==> src/verilog/ddc_cfg_pkg.sv <==
// Register map, field layout and tables of the down-converter configuration
package ddc_cfg_pkg;

	// ==========================================================
	// Bus
	localparam int ADDR_W = 12;
	localparam int DATA_W = 32;
	localparam logic [1:0] RESP_OKAY = 2'h0;
	localparam logic [1:0] RESP_SLVERR = 2'h2;

	// ==========================================================
	// Register indexes, byte address is four times the index
	localparam logic [7:0] IDX_BC_MODE = 8'h00;
	localparam logic [7:0] IDX_QUAD_BC = 8'h01;
	localparam logic [7:0] IDX_AD = 8'h02;
	localparam logic [7:0] IDX_IL = 8'h18;
	localparam logic [7:0] IDX_DC = 8'h68;
	localparam logic [7:0] IDX_PAT_SEL = 8'h74;
	localparam logic [7:0] IDX_P1_HI = 8'h75;
	localparam logic [7:0] IDX_P1_LO = 8'h76;
	localparam logic [7:0] IDX_P2_HI = 8'h77;
	localparam logic [7:0] IDX_P2_LO = 8'h78;
	localparam logic [7:0] IDX_QUAD_EN = 8'h80;
	localparam logic [7:0] IDX_STATUS = 8'h81;

	// ==========================================================
	// Storage slots
	localparam int NREG = 11;
	localparam int SLOT_BC_MODE = 0;
	localparam int SLOT_QUAD_BC = 1;
	localparam int SLOT_AD = 2;
	localparam int SLOT_IL = 3;
	localparam int SLOT_DC = 4;
	localparam int SLOT_PAT_SEL = 5;
	localparam int SLOT_P1_HI = 6;
	localparam int SLOT_P1_LO = 7;
	localparam int SLOT_P2_HI = 8;
	localparam int SLOT_P2_LO = 9;
	localparam int SLOT_QUAD_EN = 10;
	localparam logic [7:0] REG_IDX [NREG] = '{IDX_BC_MODE, IDX_QUAD_BC,
		IDX_AD, IDX_IL, IDX_DC, IDX_PAT_SEL, IDX_P1_HI, IDX_P1_LO,
		IDX_P2_HI, IDX_P2_LO, IDX_QUAD_EN};
	// Writable bits, reserved bits read as zero
	localparam logic [7:0] REG_MASK [NREG] = '{8'hFF, 8'h0F, 8'h3F,
		8'h03, 8'h06, 8'hF0, 8'hFF, 8'hFC, 8'hFF, 8'hFC, 8'h03};
	localparam logic [7:0] REG_RESET = 8'h00;

	// ==========================================================
	// Fields
	localparam int STEP_W = 4;
	localparam int BC_STEP_LSB = 4;
	localparam int AD_STEP_LSB = 0;
	localparam int MODE_LSB = 0;
	localparam int MODE_W = 4;
	localparam int QUAD_EN1_BIT = 3;
	localparam int BC_HP_BIT = 1;
	localparam int BC_PH_BIT = 0;
	localparam int AD_HP_BIT = 5;
	localparam int AD_PH_BIT = 4;
	localparam int IL_LSB = 0;
	localparam int DC_LSB = 1;
	localparam int PAT_SEL_LSB = 4;
	localparam int PAT_LOW_LSB = 2;
	localparam int PAT_LOW_W = 6;
	localparam int QUAD_EN2_BIT = 0;
	localparam int QUAD_EN3_BIT = 1;
	localparam int ST_CPX = 0;
	localparam int ST_SHIFT_LSB = 1;
	localparam int ST_MIX = 3;
	localparam int ST_PAT = 4;
	localparam int ST_QUAD_OK = 5;
	localparam int ST_IL_RUN = 6;
	localparam int ST_DC_RUN = 7;

	// ==========================================================
	// Codes
	localparam logic [3:0] MODE_QUARTER = 4'h0;
	localparam logic [3:0] MODE_FILT = 4'h1;
	localparam logic [3:0] MODE_FINE_REAL = 4'h3;
	localparam logic [3:0] MODE_FINE_CPX = 4'h4;
	localparam logic [3:0] MODE_QUAD = 4'h5;
	localparam logic [3:0] MODE_ZERO_INS = 4'h6;
	localparam logic [3:0] MODE_PASS = 4'h7;
	localparam logic [3:0] PAT_SINGLE = 4'h6;
	localparam logic [3:0] PAT_DOUBLE = 4'h7;
	localparam logic [1:0] IL_SKIP = 2'h3;
	localparam logic [1:0] DC_STOP = 2'h3;
	localparam logic [3:0] STEP_PLUS_Q = 4'h4;
	localparam logic [3:0] STEP_MINUS_Q = 4'hC;
	localparam logic [3:0] COS_OFFSET = 4'h4;

	// ==========================================================
	// Datapath widths
	localparam int LANES = 4;
	localparam int SMP_W = 14;
	localparam int OUT_W = 16;
	localparam int ACC_W = 18;
	localparam int PROD_W = 22;
	localparam int COEF_FRAC = 7;

	// Sine of p * 2pi / 16, scaled by 127
	function automatic logic [7:0] sine16(input logic [3:0] p);
		logic [7:0] m;
		case (p[2:0])
			3'h1: m = 8'h31;
			3'h2: m = 8'h5A;
			3'h3: m = 8'h75;
			3'h4: m = 8'h7F;
			3'h5: m = 8'h75;
			3'h6: m = 8'h5A;
			3'h7: m = 8'h31;
			default: m = 8'h00;
		endcase
		return p[3] ? 8'(-m) : m;
	endfunction

endpackage

==> src/verilog/ddc_lane.sv <==
// One lane of mixer, decimating boxcar filter and output register
`timescale 1ns/1ps
module ddc_lane (
	input wire logic clk,
	input wire logic rst,
	input wire logic in_valid,
	input wire logic [ddc_cfg_pkg::SMP_W-1:0] sample,
	input wire logic [3:0] phase,
	input wire logic mix_on,
	input wire logic complex_on,
	input wire logic highpass,
	input wire logic start,
	input wire logic dump,
	input wire logic [1:0] shift,
	output logic [ddc_cfg_pkg::OUT_W-1:0] out_i,
	output logic [ddc_cfg_pkg::OUT_W-1:0] out_q,
	output logic out_valid
);
	localparam int AW = ddc_cfg_pkg::ACC_W;
	localparam int PW = ddc_cfg_pkg::PROD_W;
	localparam int CF = ddc_cfg_pkg::COEF_FRAC;
	localparam int SW = ddc_cfg_pkg::SMP_W;

	logic signed [7:0] cosv;
	logic signed [7:0] sinv;
	logic signed [PW-1:0] prod_i;
	logic signed [PW-1:0] prod_q;
	logic signed [AW-1:0] term_i;
	logic signed [AW-1:0] term_q;
	logic signed [AW-1:0] acc_i_q;
	logic signed [AW-1:0] acc_q_q;
	logic signed [AW-1:0] acc_i_d;
	logic signed [AW-1:0] acc_q_d;
	logic signed [AW-1:0] sh_i;
	logic signed [AW-1:0] sh_q;
	logic par_q;

	// ==========================================================
	// Mixer and filter
	assign cosv = ddc_cfg_pkg::sine16(4'(phase + ddc_cfg_pkg::COS_OFFSET));
	assign sinv = ddc_cfg_pkg::sine16(phase);
	assign prod_i = $signed(sample) * cosv;
	assign prod_q = $signed(sample) * sinv;

	always_comb begin
		term_i = {{(AW-SW){sample[SW-1]}}, sample};
		term_q = '0;
		if (mix_on) begin
			term_i = AW'($signed(prod_i[PW-1:CF]));
		end
		if (mix_on && complex_on) begin
			term_q = AW'(-$signed(prod_q[PW-1:CF]));
		end
		// Odd samples negated turn the boxcar into a high-pass
		if (highpass && !start && par_q) begin
			term_i = -term_i;
			term_q = -term_q;
		end
		acc_i_d = start ? term_i : AW'(acc_i_q + term_i);
		acc_q_d = start ? term_q : AW'(acc_q_q + term_q);
		sh_i = acc_i_d >>> shift;
		sh_q = acc_q_d >>> shift;
	end

	// ==========================================================
	// State
	always_ff @(posedge clk or posedge rst) begin
		if (rst) begin
			acc_i_q <= '0;
			acc_q_q <= '0;
			par_q <= 1'b0;
			out_i <= '0;
			out_q <= '0;
			out_valid <= 1'b0;
		end else begin
			out_valid <= 1'b0;
			if (in_valid) begin
				acc_i_q <= acc_i_d;
				acc_q_q <= acc_q_d;
				par_q <= start ? 1'b1 : ~par_q;
				if (dump) begin
					out_i <= sh_i[ddc_cfg_pkg::OUT_W-1:0];
					out_q <= sh_q[ddc_cfg_pkg::OUT_W-1:0];
					out_valid <= 1'b1;
				end
			end
		end
	end
endmodule // ddc_lane

==> src/verilog/ddc_cfg_top.sv <==
// Down-converter mode, mixer and test pattern block behind AXI4-Lite
//
// Added by the designer: register access over AXI4-Lite.
`timescale 1ns/1ps
module ddc_cfg_top (
	input wire logic CLK,
	input wire logic SYS_RST,
	input wire logic [ddc_cfg_pkg::ADDR_W-1:0] AWADDR,
	input wire logic AWVALID,
	output logic AWREADY,
	input wire logic [ddc_cfg_pkg::DATA_W-1:0] WDATA,
	input wire logic [3:0] WSTRB,
	input wire logic WVALID,
	output logic WREADY,
	output logic [1:0] BRESP,
	output logic BVALID,
	input wire logic BREADY,
	input wire logic [ddc_cfg_pkg::ADDR_W-1:0] ARADDR,
	input wire logic ARVALID,
	output logic ARREADY,
	output logic [ddc_cfg_pkg::DATA_W-1:0] RDATA,
	output logic [1:0] RRESP,
	output logic RVALID,
	input wire logic RREADY,
	input wire logic SMP_VALID,
	input wire logic [ddc_cfg_pkg::LANES*ddc_cfg_pkg::SMP_W-1:0] SMP_DATA,
	output logic OUT_VALID,
	output logic [ddc_cfg_pkg::LANES*ddc_cfg_pkg::OUT_W-1:0] OUT_I,
	output logic [ddc_cfg_pkg::LANES*ddc_cfg_pkg::OUT_W-1:0] OUT_Q,
	output logic OUT_COMPLEX,
	output logic INTERLEAVE_FIX_RUN,
	output logic OFFSET_LOOP_RUN
);
	localparam int NREG = ddc_cfg_pkg::NREG;
	localparam int AW = ddc_cfg_pkg::ADDR_W;
	localparam int LANES = ddc_cfg_pkg::LANES;
	localparam int SW = ddc_cfg_pkg::SMP_W;
	localparam int OW = ddc_cfg_pkg::OUT_W;

	// ==========================================================
	// Address decode
	function automatic logic [3:0] slot_of(input logic [AW-1:0] a);
		logic [3:0] s;
		s = 4'(NREG);
		for (int i = 0; i < NREG; i++) begin
			if (a == {2'h0, ddc_cfg_pkg::REG_IDX[i], 2'h0}) begin
				s = 4'(i);
			end
		end
		return s;
	endfunction

	logic [7:0] regs_q [NREG];
	logic aw_full_q;
	logic w_full_q;
	logic [AW-1:0] awaddr_q;
	logic [7:0] wbyte_q;
	logic wlane_q;
	logic aw_take;
	logic w_take;
	logic do_wr;
	logic [3:0] wr_slot;
	logic wr_hit;
	logic ar_take;
	logic [3:0] rd_slot;
	logic rd_status;
	logic [7:0] status;

	// ==========================================================
	// Write channels, address and data taken in either order
	assign aw_take = AWVALID & AWREADY;
	assign w_take = WVALID & WREADY;
	assign do_wr = aw_full_q & w_full_q & ~BVALID;
	assign wr_slot = slot_of(awaddr_q);
	assign wr_hit = wr_slot != 4'(NREG);

	always_ff @(posedge CLK or posedge SYS_RST) begin
		if (SYS_RST) begin
			aw_full_q <= 1'b0;
			awaddr_q <= '0;
			AWREADY <= 1'b0;
		end else begin
			if (aw_take) begin
				awaddr_q <= AWADDR;
			end
			aw_full_q <= (aw_full_q & ~do_wr) | aw_take;
			AWREADY <= ~((aw_full_q & ~do_wr) | aw_take);
		end
	end

	always_ff @(posedge CLK or posedge SYS_RST) begin
		if (SYS_RST) begin
			w_full_q <= 1'b0;
			wbyte_q <= '0;
			wlane_q <= 1'b0;
			WREADY <= 1'b0;
		end else begin
			if (w_take) begin
				wbyte_q <= WDATA[7:0];
				wlane_q <= WSTRB[0];
			end
			w_full_q <= (w_full_q & ~do_wr) | w_take;
			WREADY <= ~((w_full_q & ~do_wr) | w_take);
		end
	end

	always_ff @(posedge CLK or posedge SYS_RST) begin
		if (SYS_RST) begin
			BVALID <= 1'b0;
			BRESP <= ddc_cfg_pkg::RESP_OKAY;
		end else if (do_wr) begin
			BVALID <= 1'b1;
			BRESP <= wr_hit ? ddc_cfg_pkg::RESP_OKAY
				: ddc_cfg_pkg::RESP_SLVERR;
		end else if (BREADY) begin
			BVALID <= 1'b0;
		end
	end

	// ==========================================================
	// Register storage
	// Masking keeps reserved bits at zero whatever is written
	always_ff @(posedge CLK or posedge SYS_RST) begin
		if (SYS_RST) begin
			for (int i = 0; i < NREG; i++) begin
				regs_q[i] <= ddc_cfg_pkg::REG_RESET;
			end
		end else if (do_wr && wr_hit && wlane_q) begin
			regs_q[wr_slot] <= wbyte_q
				& ddc_cfg_pkg::REG_MASK[wr_slot];
		end
	end

	// ==========================================================
	// Read channel
	assign ar_take = ARVALID & ARREADY;
	assign rd_slot = slot_of(ARADDR);
	assign rd_status = ARADDR == {2'h0, ddc_cfg_pkg::IDX_STATUS, 2'h0};

	always_ff @(posedge CLK or posedge SYS_RST) begin
		if (SYS_RST) begin
			ARREADY <= 1'b0;
			RVALID <= 1'b0;
			RDATA <= '0;
			RRESP <= ddc_cfg_pkg::RESP_OKAY;
		end else begin
			ARREADY <= ~(ar_take | (RVALID & ~RREADY));
			if (ar_take) begin
				RVALID <= 1'b1;
				RRESP <= ddc_cfg_pkg::RESP_OKAY;
				if (rd_status) begin
					RDATA <= {24'h00_0000, status};
				end else if (rd_slot != 4'(NREG)) begin
					RDATA <= {24'h00_0000, regs_q[rd_slot]};
				end else begin
					RDATA <= '0;
					RRESP <= ddc_cfg_pkg::RESP_SLVERR;
				end
			end else if (RREADY) begin
				RVALID <= 1'b0;
			end
		end
	end

	// ==========================================================
	// Fields
	logic [3:0] mode;
	logic [3:0] bc_fine;
	logic [3:0] ad_fine;
	logic bc_hp;
	logic ad_hp;
	logic bc_minus;
	logic ad_minus;
	logic [1:0] il_field;
	logic [1:0] dc_field;
	logic [3:0] pat_sel;
	logic [SW-1:0] pat_one;
	logic [SW-1:0] pat_two;
	logic quad_ok;

	assign mode = regs_q[ddc_cfg_pkg::SLOT_BC_MODE]
		[ddc_cfg_pkg::MODE_LSB +: ddc_cfg_pkg::MODE_W];
	assign bc_fine = regs_q[ddc_cfg_pkg::SLOT_BC_MODE]
		[ddc_cfg_pkg::BC_STEP_LSB +: ddc_cfg_pkg::STEP_W];
	assign ad_fine = regs_q[ddc_cfg_pkg::SLOT_AD]
		[ddc_cfg_pkg::AD_STEP_LSB +: ddc_cfg_pkg::STEP_W];
	assign bc_hp = regs_q[ddc_cfg_pkg::SLOT_QUAD_BC][ddc_cfg_pkg::BC_HP_BIT];
	assign ad_hp = regs_q[ddc_cfg_pkg::SLOT_AD][ddc_cfg_pkg::AD_HP_BIT];
	assign bc_minus = regs_q[ddc_cfg_pkg::SLOT_QUAD_BC]
		[ddc_cfg_pkg::BC_PH_BIT];
	assign ad_minus = regs_q[ddc_cfg_pkg::SLOT_AD][ddc_cfg_pkg::AD_PH_BIT];
	assign il_field = regs_q[ddc_cfg_pkg::SLOT_IL]
		[ddc_cfg_pkg::IL_LSB +: 2];
	assign dc_field = regs_q[ddc_cfg_pkg::SLOT_DC]
		[ddc_cfg_pkg::DC_LSB +: 2];
	assign pat_sel = regs_q[ddc_cfg_pkg::SLOT_PAT_SEL]
		[ddc_cfg_pkg::PAT_SEL_LSB +: 4];
	assign pat_one = {regs_q[ddc_cfg_pkg::SLOT_P1_HI],
		regs_q[ddc_cfg_pkg::SLOT_P1_LO]
		[ddc_cfg_pkg::PAT_LOW_LSB +: ddc_cfg_pkg::PAT_LOW_W]};
	assign pat_two = {regs_q[ddc_cfg_pkg::SLOT_P2_HI],
		regs_q[ddc_cfg_pkg::SLOT_P2_LO]
		[ddc_cfg_pkg::PAT_LOW_LSB +: ddc_cfg_pkg::PAT_LOW_W]};
	// Decimate-by-4 still runs without them; software is told here
	assign quad_ok = regs_q[ddc_cfg_pkg::SLOT_QUAD_BC]
		[ddc_cfg_pkg::QUAD_EN1_BIT]
		& regs_q[ddc_cfg_pkg::SLOT_QUAD_EN][ddc_cfg_pkg::QUAD_EN2_BIT]
		& regs_q[ddc_cfg_pkg::SLOT_QUAD_EN]
		[ddc_cfg_pkg::QUAD_EN3_BIT];

	// ==========================================================
	// Mode decode
	logic mix_quarter;
	logic mix_fine;
	logic complex_on;
	logic zero_ins;
	logic filt_mode;
	logic [1:0] shift;

	always_comb begin
		mix_quarter = 1'b0;
		mix_fine = 1'b0;
		complex_on = 1'b0;
		zero_ins = 1'b0;
		filt_mode = 1'b0;
		shift = 2'h1;
		case (mode)
			ddc_cfg_pkg::MODE_QUARTER: begin
				mix_quarter = 1'b1;
				complex_on = 1'b1;
			end
			ddc_cfg_pkg::MODE_FILT: begin
				filt_mode = 1'b1;
			end
			ddc_cfg_pkg::MODE_FINE_REAL: begin
				mix_fine = 1'b1;
			end
			ddc_cfg_pkg::MODE_FINE_CPX: begin
				mix_fine = 1'b1;
				complex_on = 1'b1;
			end
			ddc_cfg_pkg::MODE_QUAD: begin
				mix_fine = 1'b1;
				complex_on = 1'b1;
				shift = 2'h2;
			end
			ddc_cfg_pkg::MODE_ZERO_INS: begin
				mix_fine = 1'b1;
				zero_ins = 1'b1;
			end
			default: begin
				// Unused codes fall back to pass-through
				shift = 2'h0;
			end
		endcase
	end

	// ==========================================================
	// Phase and decimation counters
	logic [3:0] bc_step;
	logic [3:0] ad_step;
	logic [3:0] bc_ph_q;
	logic [3:0] ad_ph_q;
	logic [1:0] cnt_q;
	logic [1:0] dec_last;
	logic start;
	logic dump;
	logic restart;

	always_comb begin
		bc_step = 4'h0;
		ad_step = 4'h0;
		if (mix_quarter) begin
			bc_step = bc_minus ? ddc_cfg_pkg::STEP_MINUS_Q
				: ddc_cfg_pkg::STEP_PLUS_Q;
			ad_step = ad_minus ? ddc_cfg_pkg::STEP_MINUS_Q
				: ddc_cfg_pkg::STEP_PLUS_Q;
		end else if (mix_fine) begin
			bc_step = bc_fine;
			ad_step = ad_fine;
		end
	end

	assign dec_last = 2'((3'h1 << shift) - 3'h1);
	assign start = cnt_q == 2'h0;
	assign dump = cnt_q == dec_last;
	// A new mode must not inherit a half-filled window
	assign restart = do_wr & wlane_q
		& (wr_slot == 4'(ddc_cfg_pkg::SLOT_BC_MODE));

	always_ff @(posedge CLK or posedge SYS_RST) begin
		if (SYS_RST) begin
			cnt_q <= 2'h0;
			bc_ph_q <= 4'h0;
			ad_ph_q <= 4'h0;
		end else if (restart) begin
			cnt_q <= 2'h0;
			bc_ph_q <= 4'h0;
			ad_ph_q <= 4'h0;
		end else if (SMP_VALID) begin
			cnt_q <= dump ? 2'h0 : 2'(cnt_q + 2'h1);
			// Steps wrap mod 16, so 1000 is -8 and 1111 is -1
			bc_ph_q <= 4'(bc_ph_q + bc_step);
			ad_ph_q <= 4'(ad_ph_q + ad_step);
		end
	end

	// ==========================================================
	// Test pattern source
	logic pat_on;
	logic alt_q;
	logic [SW-1:0] pat_word;

	assign pat_on = (pat_sel == ddc_cfg_pkg::PAT_SINGLE)
		| (pat_sel == ddc_cfg_pkg::PAT_DOUBLE);
	assign pat_word = alt_q ? pat_two : pat_one;

	always_ff @(posedge CLK or posedge SYS_RST) begin
		if (SYS_RST) begin
			alt_q <= 1'b0;
		end else if (pat_sel != ddc_cfg_pkg::PAT_DOUBLE) begin
			alt_q <= 1'b0;
		end else if (SMP_VALID) begin
			alt_q <= ~alt_q;
		end
	end

	// ==========================================================
	// Lanes: A and D share one mixer, B and C the other
	logic [OW-1:0] lane_i [LANES];
	logic [OW-1:0] lane_q [LANES];
	logic [LANES-1:0] lane_valid;

	for (genvar g = 0; g < LANES; g++) begin : g_lane
		localparam bit IS_AD = (g == 0) || (g == LANES - 1);
		ddc_lane u_lane (
			.clk(CLK),
			.rst(SYS_RST),
			.in_valid(SMP_VALID),
			.sample(pat_on ? pat_word : SMP_DATA[g*SW +: SW]),
			.phase(IS_AD ? ad_ph_q : bc_ph_q),
			.mix_on(mix_quarter | mix_fine),
			.complex_on(complex_on),
			.highpass(filt_mode & (IS_AD ? ad_hp : bc_hp)),
			.start(start),
			.dump(dump),
			.shift(shift),
			.out_i(lane_i[g]),
			.out_q(lane_q[g]),
			.out_valid(lane_valid[g])
		);
	end

	// ==========================================================
	// Output stage
	logic zpend_q;

	always_ff @(posedge CLK or posedge SYS_RST) begin
		if (SYS_RST) begin
			OUT_VALID <= 1'b0;
			OUT_I <= '0;
			OUT_Q <= '0;
			zpend_q <= 1'b0;
		end else begin
			OUT_VALID <= 1'b0;
			if (lane_valid[0]) begin
				for (int i = 0; i < LANES; i++) begin
					OUT_I[i*OW +: OW] <= lane_i[i];
					OUT_Q[i*OW +: OW] <= lane_q[i];
				end
				OUT_VALID <= 1'b1;
				zpend_q <= zero_ins;
			end else if (zpend_q && SMP_VALID) begin
				OUT_I <= '0;
				OUT_Q <= '0;
				OUT_VALID <= 1'b1;
				zpend_q <= 1'b0;
			end
		end
	end

	always_ff @(posedge CLK or posedge SYS_RST) begin
		if (SYS_RST) begin
			OUT_COMPLEX <= 1'b0;
			INTERLEAVE_FIX_RUN <= 1'b1;
			OFFSET_LOOP_RUN <= 1'b1;
		end else begin
			OUT_COMPLEX <= complex_on;
			INTERLEAVE_FIX_RUN <= il_field != ddc_cfg_pkg::IL_SKIP;
			OFFSET_LOOP_RUN <= dc_field != ddc_cfg_pkg::DC_STOP;
		end
	end

	// ==========================================================
	// Status
	always_comb begin
		status = 8'h00;
		status[ddc_cfg_pkg::ST_CPX] = complex_on;
		status[ddc_cfg_pkg::ST_SHIFT_LSB +: 2] = shift;
		status[ddc_cfg_pkg::ST_MIX] = mix_quarter | mix_fine;
		status[ddc_cfg_pkg::ST_PAT] = pat_on;
		status[ddc_cfg_pkg::ST_QUAD_OK] = quad_ok;
		status[ddc_cfg_pkg::ST_IL_RUN] = INTERLEAVE_FIX_RUN;
		status[ddc_cfg_pkg::ST_DC_RUN] = OFFSET_LOOP_RUN;
	end
endmodule // ddc_cfg_top

==> config.mk <==
export PLATFORM = sky130hd
export DESIGN_NAME = ddc_cfg_top
export DESIGN_NICKNAME = d
export VERILOG_FILES = /design/src/verilog/ddc_cfg_pkg.sv /design/src/verilog/ddc_lane.sv /design/src/verilog/ddc_cfg_top.sv
export SDC_FILE = /design/constraint.sdc
export NUM_CORES = 2
export LEC_CHECK = 0
export BUFFER_PORTS_ARGS = -buffer_cell sky130_fd_sc_hd__buf_2
export CAP_MARGIN = 5
export CORE_UTILIZATION = 45
export CTS_CLUSTER_SIZE = 8
export DETAILED_ROUTE_END_ITERATION = 10
export MAX_ROUTING_LAYER = met4
export SLEW_MARGIN = 20
export SYNTH_ARGS = -nofsm -noshare
export SYNTH_HDL_FRONTEND = slang
export SYNTH_SLANG_ARGS = --single-unit
==> constraint.sdc <==
create_clock -name CLK -period 19.3 [get_ports CLK]
set_input_delay 0 -clock CLK [delete_from_list [all_inputs] [get_ports CLK]]
set_output_delay 0 -clock CLK [all_outputs]
set_load 0.005 [all_outputs]
* Word-level counts from Yosys, hierarchy flattened
Memories as Yosys holds them, arrays and structs flattened.
Cells that the tools add are included.
** Word-level totals
- Register bits after elaboration :: 573
- Latch bits :: 0
- RAM bits :: 0
- Bits in read-only memories :: 128
- Input bits :: 124
- Output and inout port bits :: 173
- Word-level logic and storage cells :: 350
- Memories :: 1
** Cells by class
- Add/sub/neg operators :: 30
- $mul :: 8
- Div/mod/pow operators :: 0
- $lt $le $gt $ge :: 3
- Eq/ne operators :: 62
- Shifts and indexed selects :: 9
- Muxes and demuxes :: 110
- Bitwise operators :: 33
- Reduce and logical (&&, ||, !) cells :: 38
** Memory list
- (no name shown) :: words 16, width 8, rd ports 1, clocked after Yosys merged registers in 0, wr ports 0, line ddc_cfg_top.sv:130 : & ddc_cfg_pkg::REG_MASK[wr_slot];
** Operators with widths (number)
- 18-bit 2-to-1 mux :: 24
- 64-bit 2-to-1 mux :: 3
- 14-bit by 8-bit multiplier with 22-bit output :: 8
- 18-bit adder :: 8
- 12-bit by 9-bit equality test with 1-bit output, second input constant :: 12
- 18-bit negator :: 8
- 18-bit by 2-bit >>> shifter with 16-bit output :: 8
- 4-bit 2-to-1 mux :: 32
- 7-bit one-hot mux with 4 select lines :: 4
- 88-bit bitwise mux :: 1
- 8-bit 2-to-1 mux :: 11
- 15-bit negator with 18-bit output :: 4
- 14-bit 2-to-1 mux :: 5
- 3-bit equality test, second input constant :: 16
- 12-bit by 10-bit equality test with 1-bit output, second input constant :: 3
- 8-bit binary-select mux with 4-bit select :: 1
- 8-bit demux with 4-bit select :: 1
- 12-bit by 3-bit equality test with 1-bit output, second input constant :: 2
- 12-bit by 4-bit equality test with 1-bit output, second input constant :: 2
- 12-bit by 7-bit equality test with 1-bit output, second input constant :: 2
- 3-bit by 2-bit equality test with 1-bit output, second input constant :: 8
- 12-bit zero test :: 2
- 8-bit negator :: 3
- 2-bit OR reduction :: 12
- 33 further kinds :: 113

* Longest topological paths before layout
- Depth in word-level cells :: 18
- Mapped depth :: 43
- Mapped depth without buffers :: 40

* Modules after synthesis
From an unflattened synthesis, not the netlist that was laid out.
** Unflattened totals
- Cell total of the unflattened synthesis :: 8371
- Area, all modules :: 72874.9 µm²
** Modules (own cells, without submodules)
- ddc_lane at g_lane[2].u_lane :: instances 1, cells each 1854, area an instance 15292.2 µm², sequential area each 1751.7 µm²
- ddc_lane at g_lane[0].u_lane :: instances 1, cells each 1851, area an instance 15278.4 µm², sequential area each 1751.7 µm²
- ddc_lane at g_lane[1].u_lane :: instances 1, cells each 1816, area an instance 15026.9 µm², sequential area each 1751.7 µm²
- ddc_lane at g_lane[3].u_lane :: instances 1, cells each 1791, area an instance 14928.1 µm², sequential area each 1751.7 µm²
- ddc_cfg_top :: instances 1, cells each 1059, area an instance 12349.3 µm², sequential area each 6759.0 µm²

* Least setup slack after synthesis
OpenSTA, ideal clock, no wires.
- Path type :: register -> register
- Start :: register ad_ph_q[1]
- End :: register g_lane[0].u_lane.out_q[15] (netlist name)
- Library setup time :: 0.104 ns
- Arrival :: 9.728 ns
- Data required time :: 19.196 ns
- Path slack :: 9.468 ns
- Stages on the path, launching flop included :: 41
- Path buffers :: 4
- Period minus slack after synthesis :: 9.832 ns
- Cells stage by stage :: dfrtp_1 > clkbuf_1 > inv_1 > a21oi_1 > clkbuf_1 > buf_1 > ha_1 > a21oi_1 > clkbuf_1 > nor2_1 > fa_1 > inv_1 > fa_1 > inv_1 > fa_1 > inv_1 > fa_1 > inv_1 > [... 5 more ...] > or4b_2 > nor3_1 > nor3_1 > mux2i_1 > or3_1 > a21oi_1 > ha_1 > inv_1 > nor2_1 > a311oi_1 > o41ai_1 > nand3_1 > a311oi_1 > a31oi_1 > xnor2_1 > nor2_1 > xnor2_1 > a221oi_1
** Between the ends
- Longest elaborated chain between the ends :: 13
- Elaborated cells between the ends (all ways) :: 21
- Those cells by class :: add/sub (4); mul (1); eq/ne (7); shift (1); mux (5); reduce/logical (3)
** Ends and longest elaborated chain
- start: declaration :: line ddc_cfg_top.sv:263 : logic [3:0] ad_ph_q;
- start signal: assignment :: line ddc_cfg_top.sv:304 : ad_ph_q <= 4'(ad_ph_q + ad_step);
- 3-bit by 1-bit equality test with 1-bit output, or another cell as far along :: line ddc_cfg_pkg.sv:104 : case (p[2:0])
- 2-bit OR reduction (no source line)
- 7-bit one-hot mux with 4 select lines (*) :: line ddc_cfg_pkg.sv:104
- 7-bit negator with 8-bit output :: line ddc_cfg_pkg.sv:114 : return p[3] ? 8'(-m) : m;
- 8-bit 2-to-1 mux (*) :: line ddc_cfg_pkg.sv:114
- 14-bit by 8-bit multiplier with 22-bit output (*) :: line ddc_lane.sv:43 : assign prod_q = $signed(sample) * sinv;
- 15-bit negator with 18-bit output (*) :: line ddc_lane.sv:52 : term_q = AW'(-$signed(prod_q[PW-1:CF]));
- 18-bit 2-to-1 mux (*) :: line ddc_lane.sv:51 : if (mix_on && complex_on) begin
- 18-bit negator :: line ddc_lane.sv:57 : term_q = -term_q;
- 18-bit 2-to-1 mux (*) :: line ddc_lane.sv:55 : if (highpass && !start && par_q) begin
- 18-bit adder :: line ddc_lane.sv:60 : acc_q_d = start ? term_q : AW'(acc_q_q + term_q);
- 18-bit 2-to-1 mux (*) :: line ddc_lane.sv:60
- 18-bit by 2-bit >>> shifter with 16-bit output (*) :: line ddc_lane.sv:62 : sh_q = acc_q_d >>> shift;
- end signal: assignment :: line ddc_lane.sv:83 : out_q <= sh_q[ddc_cfg_pkg::OUT_W-1:0];
- end: declaration :: line ddc_lane.sv:16 : output logic [ddc_cfg_pkg::OUT_W-1:0] out_q,
Mark *: on every way between the ends. The rest lies on a longest branch, timed or not.
A chain may end at the register's enable or synchronous reset.

* Worst setup path after layout
- Start :: register ad_ph_q[2]
- End :: register g_lane[0].u_lane.out_q[13] (netlist name)
The elaborated chain is that of the path after synthesis.

==> qor.yml <==
outcome: "completed"
cts_root_buffer: "clkbuf_16"
rows: 142
antenna_left: 0
syn-instance-count: 8023
slew_violations: 0
finClkSkew_ns: 0.0601
drive_gt1_frac: 0.0909
yosys_warnings: 0
rr_worst_depth: 37
clock-sinks: 547
seq_area_frac_synth: 0.202
cp_top_family: "simple AND/OR/NAND/NOR gates"
antenna_found_initial: 13
tightestPinTransition_ns: 1.26
drt_drc_violations_left: 0
end_kind: "register"
postSynthAreaPerCell_um2: 8.46
slowest_delay_ns: 0.73
vias: 58400
synth-main-ff-cell: "dfrtp_1"
crit_fanout: 26
cts_resized: 0
critPathArrivalTime_ns: 12.26
clk_latency_ns: 0.70
crit_start: "ad_ph_q[2]$_DFFE_PP0P_"
post-route-period-util: 0.608
gp_congestion: 0.943
critPathKind: "reg2reg"
grt_pass1_wl_um: 342000
syn2layout_area_growth_pct: 8.90
viasPerCell: 5.74
finalSetupViolCount: 0
r2r-start: "ad_ph_q[2]$_DFFE_PP0P_"
reg2reg_to: "g_lane[0].u_lane.out_q[13]$_DFFE_PP0P_"
cts_tree: "yes"
clock_path_buffers: 3
crit_required_ns: 19.82
async_flop_share: 1.00
die_y_um: 390
worst_setup_path_start_kind: "register"
synth_cell_types: 110
hold_violations: 0
drt-initial-drc-count: 4377
max-cap-violations: 0
nNetsFinal: 9436
fmax_ghz: 0.0852
die-area_mm2: 0.152
synth_edf_count: 0
holdPathEnd: "RDATA[7]$_DFFE_PP0P_"
hold_path.class: "in2reg"
whs_path_depth: 5
grt_pass1_vias: 59300
fp.dieW_um: 390
netlist_area_mm2: 0.0679
ys_ff_latch: 547
grt_overflow_total: 0
io_pins: 297
start_util: 0.453
cts_buffers: 79
slew_headroom: 0.156
ctsHtreeMaxLevel: 3
fin_tns_setup_ns: 0
rsz0062_at_grt: "no"
reg2reg_slack_ns: 7.56
clkSlewWorstSetupHoldPaths_ns: 0.06
grt_max_degree: 146
min_from: "ARADDR[9]"
coreArea_mm2: 0.150
wl_per_cell_um: 21.6
io_buffers: 243
grt_usage: 0.298
hpwlAfterDp_um: 171000
layout_min_cycle_time_ns: 11.74
dr.pass1.iters: 6
critPathBufInv: 5
cp_slowest_cell: "dfrtp_1"
wl_um: 220000
==> logic make-up (layout without fill, tap and decap cells) <==
group / after synthesis / count (layout) / synth area share
DFF: 547 / 547 / 0.202
xor gates and xnor gates: 338 / 338 / 0.0441
buffers and inverters: 1408 / 1503 / 0.0799
other: 1 / 37 / 0.0000553
adders and majority gates: 1198 / 1198 / 0.301
AOI/OAI and AO/OA: 1744 / 1744 / 0.172
muxes: 200 / 200 / 0.0315
and+or+nand+nor: 2587 / 2587 / 0.169
==> worst max-delay path by stage <==
stage,endpoint,slack [ns],depth (start not counted)
after floorplan,ARREADY$_DFF_PP0_,4.01,1
after global placement,g_lane[0].u_lane.out_q[15]$_DFFE_PP0P_,7.86,38
after detailed placement,g_lane[0].u_lane.out_q[15]$_DFFE_PP0P_,7.63,38
after CTS,g_lane[0].u_lane.out_q[15]$_DFFE_PP0P_,7.63,38
after global routing,g_lane[0].u_lane.out_q[15]$_DFFE_PP0P_,6.87,39
final,g_lane[0].u_lane.out_q[13]$_DFFE_PP0P_,7.56,37
==> final cells by class <==
type,instances,area (um2)
clock buffer,102,2080
inverter,969,3650
clock inverter,8,178
timing repair buffer,424,2700
multi-input combinational,6093,49100
fill,14400,75900
sequential,547,13700
tap,2016,2520
antenna,11,27.5
==> synth_stat cells, types with 21 or more instances <==
master | instances | area share
nor2_1 | 1128 | 0.062
inv_1 | 967 | 0.053
fa_1 | 728 | 0.21
nand2_1 | 715 | 0.040
dfrtp_1 | 545 | 0.20
ha_1 | 470 | 0.087
a21oi_1 | 455 | 0.034
clkbuf_1 | 358 | 0.020
o21ai_0 | 347 | 0.026
xnor2_1 | 231 | 0.030
a22o_1 | 136 | 0.018
nand3_1 | 123 | 0.0091
nor3_1 | 112 | 0.0083
mux2_2 | 111 | 0.018
xor2_1 | 104 | 0.013
a21o_1 | 91 | 0.010
mux2i_1 | 89 | 0.013
o21a_1 | 88 | 0.0097
a31oi_1 | 72 | 0.0066
a211oi_1 | 71 | 0.0079
and2_1 | 71 | 0.0065
and3_1 | 70 | 0.0065
or3_1 | 63 | 0.0058
o211ai_1 | 54 | 0.0060
nand2b_1 | 52 | 0.0048
nor2b_1 | 52 | 0.0048
or2_2 | 50 | 0.0046
o31ai_1 | 38 | 0.0042
nor4_1 | 35 | 0.0032
buf_1 | 31 | 0.0017
buf_4 | 29 | 0.0032
o22ai_1 | 27 | 0.0025
o21ai_1 | 25 | 0.0018
nand4_1 | 24 | 0.0022
a211o_1 | 22 | 0.0028
a221oi_1 | 21 | 0.0027
a22oi_1 | 21 | 0.0023
buf_2 | 21 | 0.0015
==> state kept, by name, summed over array words and instances, names as in the netlist, 36 cells and up <==
| name | flops |
|---|---|
| OUT_I | 64 |
| OUT_Q | 64 |
| g_lane.u_lane.acc_i_q | 72 |
| g_lane.u_lane.acc_q_q | 72 |
| g_lane.u_lane.out_i | 64 |
| g_lane.u_lane.out_q | 64 |
| regs_q | 36 |
==> tightest hold or removal path, stage by stage <==
cell and delay [ns]:
buf_2 0.14, a21oi_1 0.20, nand2_1 0.12, a31oi_1 0.08
o21ai_0 0.14
==> routing by layer <==
layer  part of all wire  GRT usage
met5                  0          -
met4              0.062      0.161
met3              0.051     0.0381
met2               0.50      0.508
met1               0.39      0.342
==> what timing repair did <==
action	in CTS	in global routing
hold endpoints to repair	181	0
buffers inserted	0	0
hold buffers	36	0
==> cells in the final DEF, fill, tap and decap left out, drive strengths merged, types with 21 or more instances in the layout <==
cell	count
a211o	22
a211oi	76
a21o	91
a21oi	455
a221oi	22
a22o	136
a22oi	21
a31oi	73
and2	74
and3	70
buf	387
clkbuf	103
conb	26
dfrtp	545
dlygate4sd3	36
fa	728
ha	470
inv	968
mux2	111
mux2i	89
nand2	715
nand2b	52
nand3	123
nand4	24
nor2	1128
nor2b	52
nor3	113
nor4	36
o211ai	54
o21a	88
o21ai	373
o22ai	27
o31ai	38
or2	52
or3	63
xnor2	232
xor2	104
==> through the flow <==
step / instances / instance area, um2 / setup slack, ns / utilization / hold slack [ns]
after floorplan: 8048 / 68000 / 4.01 / - / 0.0964
after global placement: 10000 / 71200 / 7.86 / 0.476 / 0.193
after detailed placement: 10000 / 71200 / 7.63 / 0.476 / 0.193
after CTS: 10200 / 73900 / 7.63 / 0.493 / 0.00437
after global routing: 10200 / 73900 / 6.87 / 0.493 / 0.0909
final: 10200 / 73900 / 7.56 / 0.493 / 0.0557
Power is left out: the tool's default activity adds up to more than one toggle a clock period on the data nets, which glitch-free logic cannot reach.
